### src/rtl/cra_pkg.sv
// Shared constants and types for the coherent response and acknowledge link
package cra_pkg;
   localparam int ADDR_W = 32;
   localparam int DATA_W = 32;
   localparam int LINE_OFS_W = 6;
   localparam logic [2:0] SIZE_BUS = 3'h2;
   localparam logic [1:0] BURST_INCR = 2'h1;
   localparam logic [3:0] CACHE_NORMAL_NC = 4'h2;
   localparam logic LOCK_NORMAL = 1'b0;
   localparam logic [1:0] RESP_OKAY = 2'h0;
   localparam logic [1:0] RESP_EXCL_OK = 2'h1;
   localparam int RESP_DUTY_BIT = 2;
   localparam int RESP_SHARED_BIT = 3;
   // Register offsets of the controller
   localparam logic [7:0] REG_CTRL = 8'h00;
   localparam logic [7:0] REG_ADDR = 8'h04;
   localparam logic [7:0] REG_WDATA = 8'h08;
   localparam logic [7:0] REG_STATUS = 8'h0C;
   localparam logic [7:0] REG_RDATA = 8'h10;
   // Control register fields
   localparam int CTRL_KIND_LSB = 0;
   localparam int CTRL_WRITE_BIT = 4;
   localparam int CTRL_BAR_BIT = 5;
   localparam int CTRL_LOCK_BIT = 6;
   localparam int CTRL_DOMAIN_LSB = 8;
   localparam int CTRL_PROT_LSB = 10;
   localparam int CTRL_LEN_LSB = 16;
   localparam int CTRL_CACHE_LSB = 24;
   localparam int CTRL_GO_BIT = 31;
   localparam logic [31:0] CTRL_RESET = 32'h0000_0000;
   // Status register fields
   localparam int ST_RD_BUSY = 0;
   localparam int ST_WR_BUSY = 1;
   localparam int ST_RRESP_LSB = 2;
   localparam int ST_BRESP_LSB = 6;
   localparam int ST_DUTY = 8;
   localparam int ST_SHARED = 9;
   localparam int ST_REFUSED = 10;

   typedef enum logic [3:0] {
      K_NONCOH_READ = 4'h0,
      K_SNAPSHOT_READ = 4'h1,
      K_CLEAN_COPY_READ = 4'h2,
      K_NONSHARED_DIRTY_READ = 4'h3,
      K_SHARED_READ = 4'h4,
      K_EXCL_COPY_READ = 4'h5,
      K_CLEAN_TO_OWN = 4'h6,
      K_MAKE_OWN = 4'h7,
      K_CLEAN_KEEP = 4'h8,
      K_CLEAN_AND_DROP = 4'h9,
      K_DROP_ALL_COPIES = 4'hA,
      K_VM_MESSAGE = 4'hB
   } cra_kind_t;
   // Write kinds share the snoop field
   localparam logic [3:0] K_NONCOH_WRITE = 4'h0;

   typedef struct packed {
      logic [ADDR_W-1:0] request_address;
      logic [7:0] burst_beats;
      logic [2:0] beat_size;
      logic [1:0] burst_kind;
      logic [3:0] cache_attributes;
      logic [2:0] protection_field;
      logic lock_type;
      logic [3:0] snoop_type;
      logic barrier_flag;
      logic [1:0] domain;
   } cra_req_t;

   function automatic logic cra_single_beat(input cra_req_t r);
      cra_single_beat = r.barrier_flag ||
         (r.snoop_type inside {K_CLEAN_TO_OWN, K_MAKE_OWN, K_CLEAN_KEEP,
         K_CLEAN_AND_DROP, K_DROP_ALL_COPIES, K_VM_MESSAGE});
   endfunction
endpackage

### src/rtl/cra_if.sv
// Link between the cached master and the coherent interconnect
`timescale 1ns/10ps
interface cra_if (
   input wire logic pclk,
   input wire logic presetn
);
   import cra_pkg::*;
   logic ar_valid, ar_ready, aw_valid, aw_ready;
   cra_req_t ar, aw;
   logic r_valid, r_ready, r_last;
   logic [DATA_W-1:0] r_data, w_data;
   logic [3:0] r_resp;
   logic w_valid, w_ready, w_last;
   logic b_valid, b_ready;
   logic [1:0] b_resp;
   logic read_completion_ack, write_completion_ack;

   modport master (
      output ar_valid, ar, r_ready, read_completion_ack,
      output aw_valid, aw, w_valid, w_data, w_last, b_ready,
      output write_completion_ack,
      input ar_ready, r_valid, r_data, r_resp, r_last,
      input aw_ready, w_ready, b_valid, b_resp
   );
   modport fabric (
      input ar_valid, ar, r_ready, read_completion_ack,
      input aw_valid, aw, w_valid, w_data, w_last, b_ready,
      input write_completion_ack,
      output ar_ready, r_valid, r_data, r_resp, r_last,
      output aw_ready, w_ready, b_valid, b_resp
   );
endinterface

### src/rtl/cra_master.sv
// Cached master end: APB command registers, request issue, acknowledges
`timescale 1ns/10ps
// Overview of operation
// - Barrier: zero address, length, snoop; INCR, bus size
// - Barrier uses normal non-cacheable cache, normal lock
// - Writeback-duty bit makes master owe the writeback
// - Other-copy bit forces shared line state
// - Interconnect keeps coherency bits constant per burst
// - Other-copy low for copy-removing transactions
// - Writeback-duty low where dirty data cannot pass
// - Both bits low for noncoherent, barrier, message
// - Only permitted bit pairs per transaction kind
// - Dataless kinds return one last beat, data ignored
// - Read exclusive-OK only for four kinds
// - Read acknowledge one cycle, taken without backpressure
// - Read acknowledge after last beat, never postponed
// - Every read-side transaction gets a read acknowledge
// - Snoops wait for earlier same-address read acknowledges
// - Same-identifier write responses in issue order
// - Write exclusive-OK only for noncoherent write
// - Write acknowledge one cycle, taken in that cycle
// - Write acknowledge after response, never postponed
// - Every write, barriers too, gets a write acknowledge
// - Snoops wait for earlier same-address write acknowledges
// - Acknowledges follow order of last beats and responses
module cra_master #(
   parameter int PEND_W = 4
) (
   input wire logic pclk,
   input wire logic presetn,
   input wire logic psel,
   input wire logic penable,
   input wire logic pwrite,
   input wire logic [7:0] paddr,
   input wire logic [31:0] pwdata,
   output logic [31:0] prdata,
   output logic pready,
   output logic pslverr,
   cra_if.master lnk
);
   import cra_pkg::*;

   typedef enum logic [2:0] {
      CS_IDLE = 3'b001,
      CS_ADDR = 3'b010,
      CS_DONE = 3'b100
   } cra_chan_t;

   if (PEND_W < 1) begin : g_chk
      $error("PEND_W must be at least 1");
   end

   cra_chan_t rs_q, ws_q;
   logic pready_q, pslverr_q;
   logic [31:0] prdata_q, ctrl_q, wdata_q, rdata_q;
   logic [ADDR_W-1:0] addr_q;
   logic [3:0] rresp_q;
   logic [1:0] bresp_q;
   logic duty_q, shared_q, refused_q, nodata_q;
   logic ar_valid_q, r_ready_q, aw_valid_q, w_valid_q, b_ready_q;
   logic rd_ack_q, wr_ack_q;
   logic [PEND_W-1:0] rpend_q, wpend_q;
   cra_req_t ar_q, aw_q;
   logic acc, go, launch_rd, launch_wr, r_fin, b_fin, rfire, wfire;
   logic mapped;
   logic [31:0] status;
   cra_req_t req;

   // Write lands at the edge where pready is seen high
   assign acc = psel & penable & pready_q;
   assign go = acc & pwrite & (paddr == REG_CTRL) & pwdata[CTRL_GO_BIT];
   assign launch_rd = go & ~pwdata[CTRL_WRITE_BIT] & (rs_q == CS_IDLE);
   assign launch_wr = go & pwdata[CTRL_WRITE_BIT] & (ws_q == CS_IDLE);
   assign r_fin = lnk.r_valid & r_ready_q & lnk.r_last;
   assign b_fin = lnk.b_valid & b_ready_q;
   assign mapped = paddr inside {REG_CTRL, REG_ADDR, REG_WDATA, REG_STATUS,
      REG_RDATA};

   always_comb begin
      status = 32'h0000_0000;
      status[ST_RD_BUSY] = (rs_q != CS_IDLE);
      status[ST_WR_BUSY] = (ws_q != CS_IDLE);
      status[ST_RRESP_LSB +: 4] = rresp_q;
      status[ST_BRESP_LSB +: 2] = bresp_q;
      status[ST_DUTY] = duty_q;
      status[ST_SHARED] = shared_q;
      status[ST_REFUSED] = refused_q;
   end

   // Request attributes come from the command word being written
   always_comb begin
      req.request_address = addr_q;
      req.burst_beats = pwdata[CTRL_LEN_LSB +: 8];
      req.beat_size = SIZE_BUS;
      req.burst_kind = BURST_INCR;
      req.cache_attributes = pwdata[CTRL_CACHE_LSB +: 4];
      req.protection_field = pwdata[CTRL_PROT_LSB +: 3];
      req.lock_type = pwdata[CTRL_LOCK_BIT];
      req.snoop_type = pwdata[CTRL_KIND_LSB +: 4];
      req.barrier_flag = pwdata[CTRL_BAR_BIT];
      req.domain = pwdata[CTRL_DOMAIN_LSB +: 2];
      if (req.barrier_flag) begin
         req.request_address = '0;
         req.burst_beats = 8'h00;
         req.snoop_type = 4'h0;
         req.cache_attributes = CACHE_NORMAL_NC;
         req.lock_type = LOCK_NORMAL;
      end else if (!pwdata[CTRL_WRITE_BIT] && cra_single_beat(req)) begin
         req.burst_beats = 8'h00;
      end
      if (pwdata[CTRL_WRITE_BIT]) begin
         req.burst_beats = 8'h00;
      end
   end

   always_ff @(posedge pclk or negedge presetn) begin
      if (!presetn) begin
         pready_q <= 1'b0;
         pslverr_q <= 1'b0;
         prdata_q <= 32'h0000_0000;
      end else begin
         pready_q <= psel & penable & ~pready_q;
         pslverr_q <= psel & penable & ~pready_q & ~mapped;
         if (psel & penable & ~pready_q & ~pwrite) begin
            case (paddr)
               REG_CTRL: prdata_q <= ctrl_q;
               REG_ADDR: prdata_q <= addr_q;
               REG_WDATA: prdata_q <= wdata_q;
               REG_STATUS: prdata_q <= status;
               REG_RDATA: prdata_q <= rdata_q;
               default: prdata_q <= 32'h0000_0000;
            endcase
         end
      end
   end

   always_ff @(posedge pclk or negedge presetn) begin
      if (!presetn) begin
         ctrl_q <= CTRL_RESET;
         addr_q <= '0;
         wdata_q <= 32'h0000_0000;
      end else if (acc & pwrite) begin
         if (paddr == REG_CTRL) ctrl_q <= pwdata;
         if (paddr == REG_ADDR) addr_q <= pwdata;
         if (paddr == REG_WDATA) wdata_q <= pwdata;
      end
   end

   // Sticky duty and refused flags: hardware set wins over software clear; shared follows each last beat
   always_ff @(posedge pclk or negedge presetn) begin
      if (!presetn) begin
         duty_q <= 1'b0;
         shared_q <= 1'b0;
         refused_q <= 1'b0;
      end else begin
         if (acc & pwrite & (paddr == REG_STATUS)) begin
            if (pwdata[ST_DUTY]) duty_q <= 1'b0;
            if (pwdata[ST_REFUSED]) refused_q <= 1'b0;
         end
         if (r_fin & lnk.r_resp[RESP_DUTY_BIT]) duty_q <= 1'b1;
         if (r_fin) shared_q <= lnk.r_resp[RESP_SHARED_BIT];
         if (go & ~launch_rd & ~launch_wr) refused_q <= 1'b1;
      end
   end

   always_ff @(posedge pclk or negedge presetn) begin
      if (!presetn) begin
         rs_q <= CS_IDLE;
         ar_valid_q <= 1'b0;
         r_ready_q <= 1'b0;
         ar_q <= '0;
         nodata_q <= 1'b0;
      end else begin
         case (rs_q)
            CS_IDLE: if (launch_rd) begin
               ar_q <= req;
               nodata_q <= cra_single_beat(req);
               ar_valid_q <= 1'b1;
               rs_q <= CS_ADDR;
            end
            CS_ADDR: if (lnk.ar_ready) begin
               ar_valid_q <= 1'b0;
               r_ready_q <= 1'b1;
               rs_q <= CS_DONE;
            end
            CS_DONE: if (r_fin) begin
               r_ready_q <= 1'b0;
               rs_q <= CS_IDLE;
            end
            default: rs_q <= CS_IDLE;
         endcase
      end
   end

   always_ff @(posedge pclk or negedge presetn) begin
      if (!presetn) begin
         rdata_q <= 32'h0000_0000;
         rresp_q <= 4'h0;
      end else if (lnk.r_valid & r_ready_q) begin
         if (!nodata_q) rdata_q <= lnk.r_data;
         rresp_q <= lnk.r_resp;
      end
   end

   // Barrier writes carry no data beat
   always_ff @(posedge pclk or negedge presetn) begin
      if (!presetn) begin
         ws_q <= CS_IDLE;
         aw_valid_q <= 1'b0;
         w_valid_q <= 1'b0;
         b_ready_q <= 1'b0;
         aw_q <= '0;
         bresp_q <= 2'h0;
      end else begin
         case (ws_q)
            CS_IDLE: if (launch_wr) begin
               aw_q <= req;
               aw_valid_q <= 1'b1;
               w_valid_q <= ~req.barrier_flag;
               ws_q <= CS_ADDR;
            end
            CS_ADDR: begin
               if (lnk.aw_ready) aw_valid_q <= 1'b0;
               if (lnk.w_ready) w_valid_q <= 1'b0;
               if ((~aw_valid_q | lnk.aw_ready) &
                   (~w_valid_q | lnk.w_ready)) begin
                  b_ready_q <= 1'b1;
                  ws_q <= CS_DONE;
               end
            end
            CS_DONE: if (b_fin) begin
               b_ready_q <= 1'b0;
               bresp_q <= lnk.b_resp;
               ws_q <= CS_IDLE;
            end
            default: ws_q <= CS_IDLE;
         endcase
      end
   end

   // Pulse in the cycle after completion; backlog drains one per cycle
   assign rfire = r_fin | (rpend_q != '0);
   assign wfire = b_fin | (wpend_q != '0);

   always_ff @(posedge pclk or negedge presetn) begin
      if (!presetn) begin
         rd_ack_q <= 1'b0;
         wr_ack_q <= 1'b0;
         rpend_q <= '0;
         wpend_q <= '0;
      end else begin
         rd_ack_q <= rfire;
         wr_ack_q <= wfire;
         rpend_q <= rpend_q + PEND_W'(r_fin) - PEND_W'(rfire);
         wpend_q <= wpend_q + PEND_W'(b_fin) - PEND_W'(wfire);
      end
   end

   assign prdata = prdata_q;
   assign pready = pready_q;
   assign pslverr = pslverr_q;
   assign lnk.ar_valid = ar_valid_q;
   assign lnk.ar = ar_q;
   assign lnk.r_ready = r_ready_q;
   assign lnk.read_completion_ack = rd_ack_q;
   assign lnk.aw_valid = aw_valid_q;
   assign lnk.aw = aw_q;
   assign lnk.w_valid = w_valid_q;
   assign lnk.w_data = wdata_q;
   assign lnk.w_last = w_valid_q;
   assign lnk.b_ready = b_ready_q;
   assign lnk.write_completion_ack = wr_ack_q;
endmodule // cra_master

### src/flat_wrapper.sv
// flat-port wrapper written by rule: the top's interface ports become plain ports
module cra_master_flat import cra_pkg::*;
#(
   parameter int PEND_W = 4
)
  (pclk, presetn, psel, penable, pwrite, paddr, pwdata, prdata, pready, pslverr, lnk_ar_valid, lnk_ar, lnk_r_ready, lnk_read_completion_ack, lnk_aw_valid, lnk_aw, lnk_w_valid, lnk_w_data, lnk_w_last, lnk_b_ready, lnk_write_completion_ack, lnk_ar_ready, lnk_r_valid, lnk_r_data, lnk_r_resp, lnk_r_last, lnk_aw_ready, lnk_w_ready, lnk_b_valid, lnk_b_resp);
  cra_if lnk_i (.pclk(pclk), .presetn(presetn));
  input wire logic pclk;
  input wire logic presetn;
  input wire logic psel;
  input wire logic penable;
  input wire logic pwrite;
  input wire logic [7:0] paddr;
  input wire logic [31:0] pwdata;
  output logic [31:0] prdata;
  output logic pready;
  output logic pslverr;
  output wire logic [$bits(lnk_i.ar_valid)-1:0] lnk_ar_valid;
  output wire logic [$bits(lnk_i.ar)-1:0] lnk_ar;
  output wire logic [$bits(lnk_i.r_ready)-1:0] lnk_r_ready;
  output wire logic [$bits(lnk_i.read_completion_ack)-1:0] lnk_read_completion_ack;
  output wire logic [$bits(lnk_i.aw_valid)-1:0] lnk_aw_valid;
  output wire logic [$bits(lnk_i.aw)-1:0] lnk_aw;
  output wire logic [$bits(lnk_i.w_valid)-1:0] lnk_w_valid;
  output wire logic [$bits(lnk_i.w_data)-1:0] lnk_w_data;
  output wire logic [$bits(lnk_i.w_last)-1:0] lnk_w_last;
  output wire logic [$bits(lnk_i.b_ready)-1:0] lnk_b_ready;
  output wire logic [$bits(lnk_i.write_completion_ack)-1:0] lnk_write_completion_ack;
  input wire logic [$bits(lnk_i.ar_ready)-1:0] lnk_ar_ready;
  input wire logic [$bits(lnk_i.r_valid)-1:0] lnk_r_valid;
  input wire logic [$bits(lnk_i.r_data)-1:0] lnk_r_data;
  input wire logic [$bits(lnk_i.r_resp)-1:0] lnk_r_resp;
  input wire logic [$bits(lnk_i.r_last)-1:0] lnk_r_last;
  input wire logic [$bits(lnk_i.aw_ready)-1:0] lnk_aw_ready;
  input wire logic [$bits(lnk_i.w_ready)-1:0] lnk_w_ready;
  input wire logic [$bits(lnk_i.b_valid)-1:0] lnk_b_valid;
  input wire logic [$bits(lnk_i.b_resp)-1:0] lnk_b_resp;
  assign lnk_ar_valid = lnk_i.ar_valid;
  assign lnk_ar = lnk_i.ar;
  assign lnk_r_ready = lnk_i.r_ready;
  assign lnk_read_completion_ack = lnk_i.read_completion_ack;
  assign lnk_aw_valid = lnk_i.aw_valid;
  assign lnk_aw = lnk_i.aw;
  assign lnk_w_valid = lnk_i.w_valid;
  assign lnk_w_data = lnk_i.w_data;
  assign lnk_w_last = lnk_i.w_last;
  assign lnk_b_ready = lnk_i.b_ready;
  assign lnk_write_completion_ack = lnk_i.write_completion_ack;
  assign lnk_i.ar_ready = lnk_ar_ready;
  assign lnk_i.r_valid = lnk_r_valid;
  assign lnk_i.r_data = lnk_r_data;
  assign lnk_i.r_resp = lnk_r_resp;
  assign lnk_i.r_last = lnk_r_last;
  assign lnk_i.aw_ready = lnk_aw_ready;
  assign lnk_i.w_ready = lnk_w_ready;
  assign lnk_i.b_valid = lnk_b_valid;
  assign lnk_i.b_resp = lnk_b_resp;
  cra_master #(.PEND_W(PEND_W)) u_core (.pclk(pclk), .presetn(presetn), .psel(psel), .penable(penable), .pwrite(pwrite), .paddr(paddr), .pwdata(pwdata), .prdata(prdata), .pready(pready), .pslverr(pslverr), .lnk(lnk_i));
endmodule
### config.mk
export PLATFORM = sky130hd
export DESIGN_NAME = cra_master_flat
export DESIGN_NICKNAME = d
export VERILOG_FILES = /design/src/rtl/cra_pkg.sv /design/src/rtl/cra_if.sv /design/src/rtl/cra_master.sv /design/src/flat_wrapper.sv
export SDC_FILE = /design/constraint.sdc
export NUM_CORES = 1
export LEC_CHECK = 0
export BUFFER_PORTS_ARGS = -buffer_cell sky130_fd_sc_hd__buf_2
export CORE_MARGIN = 1
export CORE_UTILIZATION = 59
export DETAILED_ROUTE_END_ITERATION = 6
export GPL_ROUTABILITY_DRIVEN = 0
export HOLD_SLACK_MARGIN = 0.06
export PLACE_DENSITY_LB_ADDON = 0.3
export SYNTH_ARGS = -nofsm -noshare
export SYNTH_HDL_FRONTEND = slang
export SYNTH_SLANG_ARGS = --single-unit
### constraint.sdc
create_clock -name pclk -period 3.89 [get_ports pclk]
set_clock_uncertainty 0.05 [all_clocks]
set_input_delay 0.1945 -clock pclk [delete_from_list [all_inputs] [get_ports pclk]]
set_output_delay 0.1945 -clock pclk [all_outputs]
set_load 0.1 [all_outputs]
After elaboration in Yosys (flattened, before gate mapping). Index checks and enable logic that the tools add are counted.

Register bits: 305. Output and inout bits: 194. Logic and storage cells: 182.

Add/subtract/negate cells: 4. Equality and inequality tests: 32. Muxes and demuxes: 36. Bitwise operators: 34. Reductions and logical operators: 34.

Operators by type and width (number): case mux 32 bit (5 select lines) (1); == test 4 bit (second input constant) (8); two-way mux 32 bit (1); two-way mux 8 bit (3); AND reduction 3 bit (7); bitwise AND 1 bit (20); two-way mux 3 bit (6); case mux 3 bit (3 select lines) (2); AND reduction 2 bit (9); == test 4 x 3 -> 1 bit (second input constant) (4); == test 8 x 4 -> 1 bit (second input constant) (2); two-way mux 1 bit (16); nonzero test 2 bit (8); nonzero test 6 bit (2); != test 2 x 1 -> 1 bit (second input constant) (5); NOT 1 bit (10); case mux 1 bit (2 select lines) (5); adder 4 x 1 -> 4 bit (2); == test 8 x 3 -> 1 bit (second input constant) (1); == test 8 x 5 -> 1 bit (second input constant) (1); zero test 8 bit (1); nonzero test 4 bit (2); subtractor 4 x 1 -> 4 bit (2); == test 3 x 1 -> 1 bit (second input constant) (2); other kinds (11) (20).

Depth between registers and ports, before layout. Gate-level depths: netlist of run 1.

Depth in word-level cells: 12. Gate-level depth with buffers: 9.

Worst setup path after synthesis of run 1. Ideal clock, no wire load.

Path type: register to register. Start point: reg u_core.pready_q (netlist: u_core.pready). End point: reg u_core.aw_q, in the netlist u_core.lnk.aw[0]. Library setup time: 0.125 ns. Arrival time: 2.637 ns. Slack: 1.078 ns. Cell stages (with the launch flop): 7. Path buffers: 2. Period minus slack after synthesis: 2.812 ns. Cell sequence: dfrtp_1 > nand4_1 > nor3_1 > and4_1 > clkbuf_1 > buf_2 > mux2_2.

Longest elaborated chain between the ends: 7.

Ends and longest elaborated chain: from (decl) (RTL line cra_master.sv:54) `logic pready_q, pslverr_q;`; from (signal assigned) (RTL line cra_master.sv:122) `pready_q <= psel & penable & ~pready_q;`; bitwise AND 1 bit (RTL line cra_master.sv:70) `assign acc = psel & penable & pready_q;`; bitwise AND 1 bit (3 in series) (RTL line cra_master.sv:71) `assign go = acc & pwrite & (paddr == REG_CTRL) & pwdata[CTRL_GO_BIT];`; bitwise AND 1 bit (2 in series) (RTL line cra_master.sv:73) `assign launch_wr = go & pwdata[CTRL_WRITE_BIT] & (ws_q == CS_IDLE);`; AND reduction 2 bit (no line); to (signal assigned) (RTL line cra_master.sv:217) `aw_q <= req;`; to (decl) (RTL line cra_master.sv:63) `cra_req_t ar_q, aw_q;`.

No other way between the ends. A chain may end at the register's enable or synchronous reset.

Worst setup path in the final report of run 1.
Start point: reg u_core.ws_q[0]. End point: reg u_core.aw_q, in the netlist u_core.lnk.aw[9].

Longest elaborated chain between the ends: 3.

Ends and longest elaborated chain: from (decl) (RTL line cra_master.sv:53) `cra_chan_t rs_q, ws_q;`; from (signal assigned) (RTL line cra_master.sv:208) `ws_q <= CS_IDLE;`; from (signal assigned) (RTL line cra_master.sv:220) `ws_q <= CS_ADDR;`; from (signal assigned) (RTL line cra_master.sv:228) `ws_q <= CS_DONE;`; == test 3 x 1 -> 1 bit (*) (RTL line cra_master.sv:73, cra_master.sv:215); bitwise AND 1 bit (RTL line cra_master.sv:73); AND reduction 2 bit (no line) (*).

Mark *: on every way between the ends. The rest lies on a longest branch, timed or not.

==> reports/qor.txt, run 1 <==
Synth Area in Compound Gates: 6.24%
WP data arrival: 2.92 ns
Setup WS post-layout: 1.34 ns
Rows: 54
critical path depth: 4
Antenna diodes: 0
Area growth, synth to finish: 27.4%
Post-CTS Setup Repair Bufs: 0
largest net degree at the start of global routing: 100
highest layer used for signal routing: met4
layout cells sized above 1: 44.6%
WL met2: 17600 um
r2r endpoint: u_core.lnk.aw[9]
ys async rst share: 100%
number of CTS-inserted buffers: 31
peak supply drop: 372 uV
Final Hold Fails: 0
outcome: completed
final worst path period need: 2.55 ns
Synth Cell Area: 13100 um2
worst-path fanout max: 60
IO buf count: 276
worst hold path type: input port to flop
DIE HEIGHT: 151 um
RSZ-0062 raised after global routing: false
largest family of logic cells by synthesized area: multiplexers
Met3 Wirelength: 2330 um
Placed Cells: 1510
pre-CTS setup slack: 0.823 ns
syn avg cell area: 13.1 um2
worst path bufs/invs: 1
ranking of synthesized cells by area: dfrtp_1, mux2_2, nor2b_1, a22oi_1, nand2_1
area of the multi-input gates: 5070 um2
cell count after synthesis: 999
Reg2Reg Setup Slack: 1.34 ns
Finished Layout Cells: 1647
post-DR wirelength/cell: 21.9 um
clock root cell: clkbuf_16
dpl hpwl: 22800 um
fin. max-slew vios: 0
Worst Path Required: 4.26 ns
post-route cell area: 16700 um2
Max Freq: 392 MHz
starting density of the core: 60.1%
dpl cell area: 14700 um2
TritonCTS clock tree: built
register area share after synthesis: 58.4%
Ys Warns: 0
crit-path max cell delay: 0.68 ns
vias in the first global route: 9869
Die X: 151 um
biggest area consumer among synthesized cells: dfrtp_1
1st-pass router iterations: 5
RR Startpoint: u_core.ws_q[0]
reported leakage power: 8.94 nW
area of the die: 22800 um2
initial antenna violation count: 0
critical path startpoint category: flop
area share of the leading cell type in the synthesized netlist: 58.0%
Clock Pin Slew Worst Setup and Hold Paths: 0.06 ns
Final #Nets: 1442
FF+latch area: 7630 um2
Total Routed Length: 36000 um
relative slew slack: 17.3%
remaining antenna violation count: 0
crit path to: u_core.lnk.aw[9]
Top Family by Delay on Critical Path: simple AND/OR/NAND/NOR gates
I/O pin count: 283
1st-iter DRT viols: 610
Core Util, Final: 76.6%
total grt overflow: 0
Post-Synth Simple-Gate Area: 8.18%
distinct cell type count of the synthesized netlist: 57
total clock sinks: 305
critical setup path kind: flop to flop
CP max stage cell: nor3b_1
crit path from: u_core.ws_q[0]
Total GRT Usage: 32.0%
final period utilization: 65.5%
Power Total: 6.91 mW
Max clock buf depth: 3
Top FF cell, synth: dfrtp_1
DRC: 0
core area: 21800 um2
PwrDens: 415 nW/um2
Slew @ Worst Pin: 1.23 ns
hold depth: 5
via count: 9573
Fill cells: 1338
crit path capture type: flop
worst hold slack: 0.134 ns
Adder-Cell Fraction of Synth Area: 1.07%
DR vias/cell: 5.81
Final TNS setup: 0 ns
FF-to-FF path depth: 4
crit path cell chain: nor3b_1 > and4_2 > buf_12 > mux2_2
WL met1: 14400 um
final setup fails: 0
post-synthesis xor/xnor area fraction: 0.402%
first-pass GRT wire length: 55000 um
# H-tree levels: 1
EDFF count, synth: 0
# Max-Cap Violations: 0
mux contribution to synthesized area: 22.3%
flops & latches, synth: 305
Clock Latency Late Sink: 0.54 ns
==> layer usage <==
metal / track usage, % / vias up
li1: - / 4194
met1: 41.2 / 4854
met2: 52.8 / 413
met3: 5.78 / 112
met4: 15.2 / 0
met5: 0 / -
==> how the worst min path moves through the flow <==
stage | startpoint | endpoint | slack, ns
after floorplan | presetn | u_core.addr_q[0] | -0.15
after global placement | presetn | u_core.lnk.write_completion_ack | 0.20
after detailed placement | presetn | u_core.wpend_q[0] | 0.19
after CTS | paddr[3] | u_core.refused_q | 0.11
after global routing | paddr[3] | u_core.refused_q | 0.14
final | paddr[3] | u_core.refused_q | 0.13
==> layout by cell type (no fill, tap or decap), types with 14 or more instances in the layout <==
cell	Yosys	routed
nor2b_1	50	50
nor2_1	28	28
inv_1	30	30
nand2_1	60	60
mux2_2	229	229
a22oi_1	32	32
buf_4	9	14
mux2i_1	22	22
clkbuf_16	0	31
dfrtp_1	303	303
buf_2	10	275
dlygate4sd3_1	0	80
o21ai_0	45	45
==> kinds of logic (layout without fill, tap and decap cells) <==
| family | Yosys count | after routing |
|---|---|---|
| other | 1 | 6 |
| buffers and inverters | 98 | 461 |
| AND/OR/NAND/NOR | 200 | 200 |
| adder cells (fa/ha/maj) | 10 | 10 |
| multiplexers | 259 | 259 |
| AO/OA/AOI/OAI | 120 | 120 |
| flip-flops | 305 | 305 |
| XOR/XNOR | 6 | 6 |
==> state kept, by name, indices dropped and copies added (netlist names), 2 cells and up <==
name / cells
u_core.rdata_q: 32
u_core.ws_q: 3
u_core.lnk.w_data: 32
u_core.ctrl_q: 32
u_core.rs_q: 3
u_core.addr_q: 32
u_core.wpend_q: 4
u_core.rpend_q: 4
u_core.lnk.aw: 56
u_core.lnk.ar: 56
u_core.prdata: 32
u_core.bresp_q: 2
u_core.rresp_q: 4
==> where the power goes <==
| group | total, mW | leakage [nW] | internal, mW | switching, mW |
|---|---|---|---|---|
| combinational | 0.432 | 4.18 | 0.173 | 0.259 |
| clock | 3.21 | 0.556 | 1.98 | 1.23 |
| sequential | 3.26 | 4.20 | 3.23 | 0.0345 |
| total | 6.91 | 8.94 | 5.39 | 1.52 |
==> area by class of cell <==
| cell class | count | area share, % |
|---|---|---|
| Tap cell | 280 | 2.10 |
| Timing Repair Buffer | 374 | 14.3 |
| Clock buffer | 41 | 5.30 |
| Multi-Input combinational cell | 601 | 30.5 |
| Inverter | 30 | 0.676 |
| Clock inverter | 16 | 1.40 |
| Sequential cell | 305 | 45.8 |
==> what timing repair did <==
| action | 4_1_cts | 5_1_grt |
|---|---|---|
| hold buffers | 80 | 0 |
| hold endpoints to repair | 255 | 0 |
| resized for setup | 0 | 0 |
==> worst reg2reg max path: cells and delay by family (launching register included) <==
kind,cells,cell delay [ns]
buf+inv,1,0.29
simple gates,2,1.04
mux,1,0.46
flops,1,0.59
==> synthesized netlist by cell type, types with 5 or more instances <==
library cell and n:
buf_1 6, dfrtp_1 303, mux2_4 8, o21ai_0 45, clkbuf_1 39, nor2_1 28
a22oi_1 32, nand4_1 5, buf_4 9, ha_1 8, a21oi_1 9, inv_1 30
nor3_1 6, buf_2 10, nor2b_1 50, a221o_1 10, nand2_1 60, mux2i_1 22
or2_2 6, o32ai_1 10, mux2_2 229, and2_1 10, nor4_1 5
(Power assumes the default switching activity.)
==> run 2, diff against run 1 <==
--- a/config.mk
+++ b/config.mk
@@ -5,9 +5,10 @@
 export SDC_FILE = /design/constraint.sdc
 export NUM_CORES = 1
 export LEC_CHECK = 0
+export ABC_AREA = 1
 export BUFFER_PORTS_ARGS = -buffer_cell sky130_fd_sc_hd__buf_2
 export CORE_MARGIN = 1
-export CORE_UTILIZATION = 59
+export CORE_UTILIZATION = 49
 export DETAILED_ROUTE_END_ITERATION = 6
 export GPL_ROUTABILITY_DRIVEN = 0
 export HOLD_SLACK_MARGIN = 0.06
==> constraint.sdc (replaced) <==
create_clock -name pclk -period 2.16 [get_ports pclk]
set_clock_uncertainty 0.05 [all_clocks]
set_input_delay 0.108 -clock pclk [delete_from_list [all_inputs] [get_ports pclk]]
set_output_delay 0.108 -clock pclk [all_outputs]
set_load 0.1 [all_outputs]
==> reports/qor.txt, run 2 <==
outcome: finished with violations
failing checks: DRC
fin. max-slew vios: 0 (unchanged)
Slew @ Worst Pin: 0.622 ns (-0.609 ns)
crit-path max cell delay: 0.42 ns (-0.26 ns)
biggest area consumer among synthesized cells: dfrtp_1
Die X: 165 um (+9.2%)
PwrDens: 835 nW/um2 (+100%)
Resized cells post-CTS: 0 (unchanged)
hold_sp: pwdata[5]
Ys Warns: 0 (unchanged)
Worst Path Required: 2.49 ns (-1.77 ns)
cell count after synthesis: 1482 (+48%)
Rows: 59 (+9.3%)
final period utilization: 92.6% (+27 points)
# Max-Cap Violations: 0 (unchanged)
Top Family by Delay on Critical Path: simple AND/OR/NAND/NOR gates
clock root cell: clkbuf_16
Top cell by count, worst path: nand2_1
Setup WS post-layout: 0.160 ns (-1.18 ns)
worst hold path type: input port to flop
top post-synthesis cells by count: nand2_1, dfrtp_1, inv_1
final worst path period need: 2.00 ns (-0.548 ns)
via count: 11608 (+21%)
dpl cell area: 14800 um2 (+0.31%)
1st-pass router iterations: 7 (+2)
register area share after synthesis: 58.8% (+0.46 points)
final setup fails: 0 (unchanged)
number of CTS-inserted buffers: 34 (+9.7%)
Total Routed Length: 37900 um (+5.2%)
Clock power frac: 44.1% (-2.4 points)
post-DR wirelength/cell: 17.2 um (-21%)
core area: 26000 um2 (+19%)
Reg2Reg Setup Slack: 0.16 ns (-1.18 ns)
Flop pwr share: 43.2% (-4.1 points)
Area growth, synth to finish: 30.4%
first-pass GRT wire length: 59600 um (+8.4%)
most frequent cells in the layout: nand2_1, dfrtp_1, buf_2, inv_1, o21ai_0
flops & latches, synth: 305 (unchanged)
distinct cell type count of the synthesized netlist: 33 (-42%)
crit path cell chain: nand2_1 > nor2_2 > buf_4 > nand4_1 > nor2_4 > buf_12 > inv_1 > nand2_1 > o21ai_0
Max Freq: 500 MHz (+27%)
layout cells sized above 1: 22.7% (-22 points)
Total GRT Usage: 28.5% (-3.6 points)
cts hold-fix bufs: 91 (+14%)
relative slew slack: 58.6% (+41 points)
RSZ-0062 raised after global routing: false
area share of the leading cell type in the synthesized netlist: 58.4% (+0.45 points)
ys async rst share: 100% (unchanged)
largest net degree at the start of global routing: 65 (-35%)
r2r endpoint: u_core.lnk.aw[2]
EDFF count, synth: 0 (unchanged)
remaining antenna violation count: 0 (unchanged)
syn avg cell area: 8.76 um2 (-33%)
Cell Int Power: 10.5 mW (+95%)
DR vias/cell: 5.27 (-9.3%)
area of the die: 27100 um2 (+19%)
Switching Power: 3.64 mW (+140%)
FF-to-FF path depth: 9 (+5)
vias in the first global route: 11046 (+12%)
most common cell after layout, fill and taps aside: nand2_1
TritonCTS clock tree: built
Synth Cell Area: 13000 um2 (-0.77%)
Fill cells: 2118 (+58%)
CP max stage cell: dfrtp_2
IO buf count: 276 (unchanged)
WP data arrival: 2.33 ns (-0.59 ns)
critical setup path kind: flop to flop
DIE HEIGHT: 165 um (+9.2%)
Clock Pin Slew Worst Setup and Hold Paths: 0.06 ns (about the same)
hold depth: 4 (-1)
I/O pin count: 283 (unchanged)
Max clock buf depth: 3 (unchanged)
RR Startpoint: u_core.pready
Post-CTS Setup Repair Bufs: 0 (unchanged)
Final Hold Fails: 0 (unchanged)
Hold EP: u_core.lnk.ar[34]
total grt overflow: 0 (unchanged)
Clock Latency Late Sink: 0.51 ns (-0.03 ns)
sw frac: 25.8% (+3.8 points)
crit path capture type: flop
initial antenna violation count: 1 (+1)
peak supply drop: 677 uV (+82%)
critical path startpoint category: flop
starting density of the core: 49.9% (-10 points)
dpl hpwl: 25300 um (+11%)
Comb pwr share: 12.7% (+6.5 points)
post-route cell area: 16900 um2 (+1.6%)
count leader, synth: nand2_1
Top FF cell, synth: dfrtp_1
Final #Nets: 1939 (+34%)
reported leakage power: 9.13 nW (+2.2%)
DRC: 1 (+1)
ranking of synthesized cells by area: dfrtp_1, nand2_1, o21ai_0, nand3_1, inv_1
total clock sinks: 305 (unchanged)
1st-iter DRT viols: 1143 (+87%)
worst path bufs/invs: 3 (+2)
# H-tree levels: 2 (+1)
pre-CTS setup slack: 0.218 ns (-0.605 ns)
worst-path fanout max: 51 (-15%)
## run 2: cell types whose count changed in the layout (fill, tap and decap cells not counted), sizes merged, moves of 11 or more
cell / before / now
mux2i: 22 / 0
nand4: 5 / 27
nand3: 3 / 94
buf: 294 / 311
mux2: 237 / 32
a21oi: 9 / 33
o21ai: 45 / 119
a22oi: 32 / 0
inv: 30 / 112
nor2: 28 / 93
dlygate4sd3: 80 / 91
nor2b: 50 / 0
nand2: 60 / 553
## run 2: routing by layer
layer / part of all wire (%) / wire length, um / vias to the layer above / global-route usage (%)
li1: - / - / 5379 / -
met1: 43 / 16400 / 5562 / 41.3
met2: 45 / 17000 / 574 / 42.6
met3: 8.9 / 3370 / 93 / 5.45
met4: 3.1 / 1160 / 0 / 10.1
met5: 0 / 0 / - / 0
## run 2: area by class of cell
cell class              count  area [um2]  area share [%]
flip-flops and latches    305        7640            45.1
well taps                 335         419            2.48
repair buffers            402        2670            15.7
clock buffers              48        1020            6.01
diodes                      1        2.50          0.0148
clock inverters            14         204            1.20
multi-input cells         986        4560            27.0
inverters                 111         417            2.46
## run 2: how the worst max path moves through the flow
stage,start,endpoint,cells after the start
floorplan,u_core.lnk.r_ready,u_core.rpend_q[3],10
global placement,paddr[5],u_core.lnk.aw[2],11
detailed placement,u_core.pready,u_core.lnk.aw[2],9
CTS,u_core.pready,u_core.duty_q,7
global route,u_core.pready,u_core.duty_q,7
finish,u_core.pready,u_core.lnk.aw[2],9
## run 2: power groups by stage
stage	clock, mW	combinational (mW)	sequential [mW]
after floorplan	0	0.759	6.57
after global placement	0	1.60	6.19
after detailed placement	0	1.67	6.20
after CTS	6.32	1.80	6.10
after global routing	6.54	1.98	6.12
final	6.23	1.80	6.10
## run 2: worst reg2reg max path, delay by kind of cell (launching register included)
kind	cells	cell delay (ns)
AND/OR/NAND/NOR	5	0.79
flip-flops	1	0.42
AO/OA/AOI/OAI	1	0.07
buffers and inverters	3	0.55
## run 2: cell families (layout without fill, tap and decap cells)
group | count (synthesis) | after routing | share of synthesized area, %
AO/OA/AOI/OAI | 155 | 155 | 6.03
adder cells (fa/ha/maj) | 10 | 10 | 1.08
other | 1 | 7 | 0.0289
XOR/XNOR | 6 | 6 | 0.405
buffers and inverters | 196 | 575 | 6.43
flip-flops | 305 | 305 | 58.8
multiplexers | 32 | 32 | 2.78
AND/OR/NAND/NOR | 777 | 777 | 24.4
## run 2: metrics by stage
stage / std cells / util, % / hold slack (ns) / TNS (ns) / power, mW
2_1_floorplan: 1487 / - / -0.238 / -0.133 / 7.33
3_3_place_gp: 2048 / 56.9 / 0.0400 / 0 / 7.79
3_5_place_dp: 2048 / 56.9 / 0.0458 / 0 / 7.87
4_1_cts: 2201 / 65.1 / 0.0735 / 0 / 14.2
5_1_grt: 2202 / 65.1 / 0.105 / 0 / 14.6
6_report: 2202 / 65.1 / 0.0741 / 0 / 14.1
==> run 3, diff against run 2 <==
--- a/config.mk
+++ b/config.mk
@@ -7,6 +7,7 @@
 export LEC_CHECK = 0
 export ABC_AREA = 1
 export BUFFER_PORTS_ARGS = -buffer_cell sky130_fd_sc_hd__buf_2
+export CORE_ASPECT_RATIO = 1.25
 export CORE_MARGIN = 1
 export CORE_UTILIZATION = 49
 export DETAILED_ROUTE_END_ITERATION = 6
==> reports/qor.txt, run 3 (same netlist as run 2, synthesis figures left out) <==
outcome: completed
dpl cell area: 14800 um2 (+0.16%)
DR vias/cell: 5.21 (-1.3%)
critical setup path kind: flop to flop
final setup fails: 0 (unchanged)
Worst Path Required: 2.60 ns (+0.11 ns)
peak supply drop: 670 uV (-1.1%)
Clock Pin Slew Worst Setup and Hold Paths: 0.07 ns (about the same)
# Max-Cap Violations: 0 (unchanged)
1st-iter DRT viols: 756 (-34%)
Comb pwr share: 13.3% (+0.6 points)
largest net degree at the start of global routing: 73 (+12%)
Rows: 66 (+12%)
Slew @ Worst Pin: 0.622 ns (+0.0000474 ns)
Clock Latency Late Sink: 0.55 ns (+0.04 ns)
initial antenna violation count: 1 (unchanged)
pre-CTS setup slack: 0.219 ns (+0.000488 ns)
total clock sinks: 305 (unchanged)
Core Util, Final: 65.0% (-0.13 points)
TritonCTS clock tree: built
starting density of the core: 49.9% (-0.053 points)
DRC: 0 (-1)
worst hold slack: 0.0737 ns (-0.000456 ns)
PwrDens: 804 nW/um2 (-3.6%)
Switching Power: 3.55 mW (-2.5%)
worst hold path type: input port to async pin
Finished Layout Cells: 2215 (+0.59%)
most frequent cells in the layout: nand2_1, dfrtp_1, buf_2, inv_1, o21ai_0
DIE HEIGHT: 184 um (+12%)
crit path capture type: flop
WP data arrival: 2.51 ns (+0.18 ns)
Final Hold Fails: 0 (unchanged)
post-route cell area: 16900 um2 (about the same)
Die X: 148 um (-10%)
total grt overflow: 0 (unchanged)
IO buf count: 276 (unchanged)
remaining antenna violation count: 0 (unchanged)
I/O pin count: 283 (unchanged)
Placed Cells: 2057 (+0.44%)
sw frac: 26.1% (+0.34 points)
Cell Int Power: 10.1 mW (-4.1%)
vias in the first global route: 11283 (+2.1%)
relative slew slack: 58.6% (about the same)
critical path startpoint category: flop
clock root cell: clkbuf_16
area of the die: 27100 um2 (about the same)
Clock power frac: 41.9% (-2.2 points)
Total Routed Length: 37800 um (-0.22%)
via count: 11530 (-0.67%)
Power Total: 13.6 mW (-3.7%)
Area growth, synth to finish: 30.3% (about the same)
most common cell after layout, fill and taps aside: nand2_1
Max Freq: 483 MHz (-3.5%)
Flop pwr share: 44.8% (+1.6 points)
core area: 26000 um2 (+0.11%)
# H-tree levels: 1 (-1)
RSZ-0062 raised after global routing: false
reported leakage power: 9.11 nW (-0.22%)
fin. max-slew vios: 0 (unchanged)
final period utilization: 95.9% (+3.3 points)
1st-pass router iterations: 5 (-2)
number of CTS-inserted buffers: 30 (-12%)
Setup WS post-layout: 0.0879 ns (-0.0721 ns)
post-DR wirelength/cell: 17.1 um (-0.80%)
Resized cells post-CTS: 0 (unchanged)
Max clock buf depth: 3 (unchanged)
Total GRT Usage: 28.3% (-0.18 points)
dpl hpwl: 25300 um (+0.21%)
first-pass GRT wire length: 60100 um (+0.87%)
Final #Nets: 1949 (+0.52%)
layout cells sized above 1: 22.8% (+0.12 points)
final worst path period need: 2.07 ns (+0.0721 ns)
Final TNS setup: 0 ns (unchanged)
worst-path fanout max: 7 (-86%)
run 3: final timing paths:
check | start | to | slack (ns) | depth (start not counted)
max reg2reg | u_core.pready | u_core.lnk.ar[11] | 0.09 | 7
min reg2reg | u_core.lnk.ar[55] | u_core.lnk.ar[55] | 0.42 | 2
max in group asynchronous | presetn | u_core.rs_q[0] | 1.18 | 3
min | presetn | u_core.lnk.ar[46] | 0.07 | 2
min in group pclk | pwrite | u_core.refused_q | 0.09 | 6
max | u_core.pready | u_core.lnk.ar[11] | 0.09 | 7
run 3: power groups by stage:
stage | clock network (mW) | registers (mW) | logic (mW)
finish | 5.71 | 6.10 | 1.80
global route | 6.00 | 6.11 | 1.97
CTS | 5.77 | 6.09 | 1.81
detailed placement | 0 | 6.20 | 1.67
global placement | 0 | 6.18 | 1.61
floorplan | 0 | 6.57 | 0.759
run 3: layout make-up:
class | instances | area, um2
clock buffers | 43 | 891
fillers | 2166 | 9100
inverters | 111 | 417
diodes | 1 | 2.50
well taps | 340 | 425
repair buffers | 416 | 2770
flip-flops and latches | 305 | 7640
multi-input cells | 986 | 4560
clock inverters | 13 | 203
run 3: metal layers:
metal | global-route usage (%) | vias to the layer above | part of all wire, %
li1 | - | 5417 | -
met5 | 0 | - | 0
met2 | 44.7 | 520 | 47
met1 | 39.2 | 5511 | 42
met4 | 10.3 | 0 | 3.1
met3 | 4.91 | 82 | 8.3
run 3: repair_timing:
item | in CTS | in global routing
setup buffers | 0 | 5
hold buffers | 96 | 0
hold endpoints to repair | 501 | 0
setup endpoints to repair | 0 | 1
run 3: critical path: stages (launching register included):
cell	delay [ns]
dfrtp_2	0.42
nand2_1	0.08
nor2_2	0.24
nand4_2	0.21
nor2_4	0.28
nand3_1	0.11
dlygate4sd3_1	0.57
nand2_1	0.06
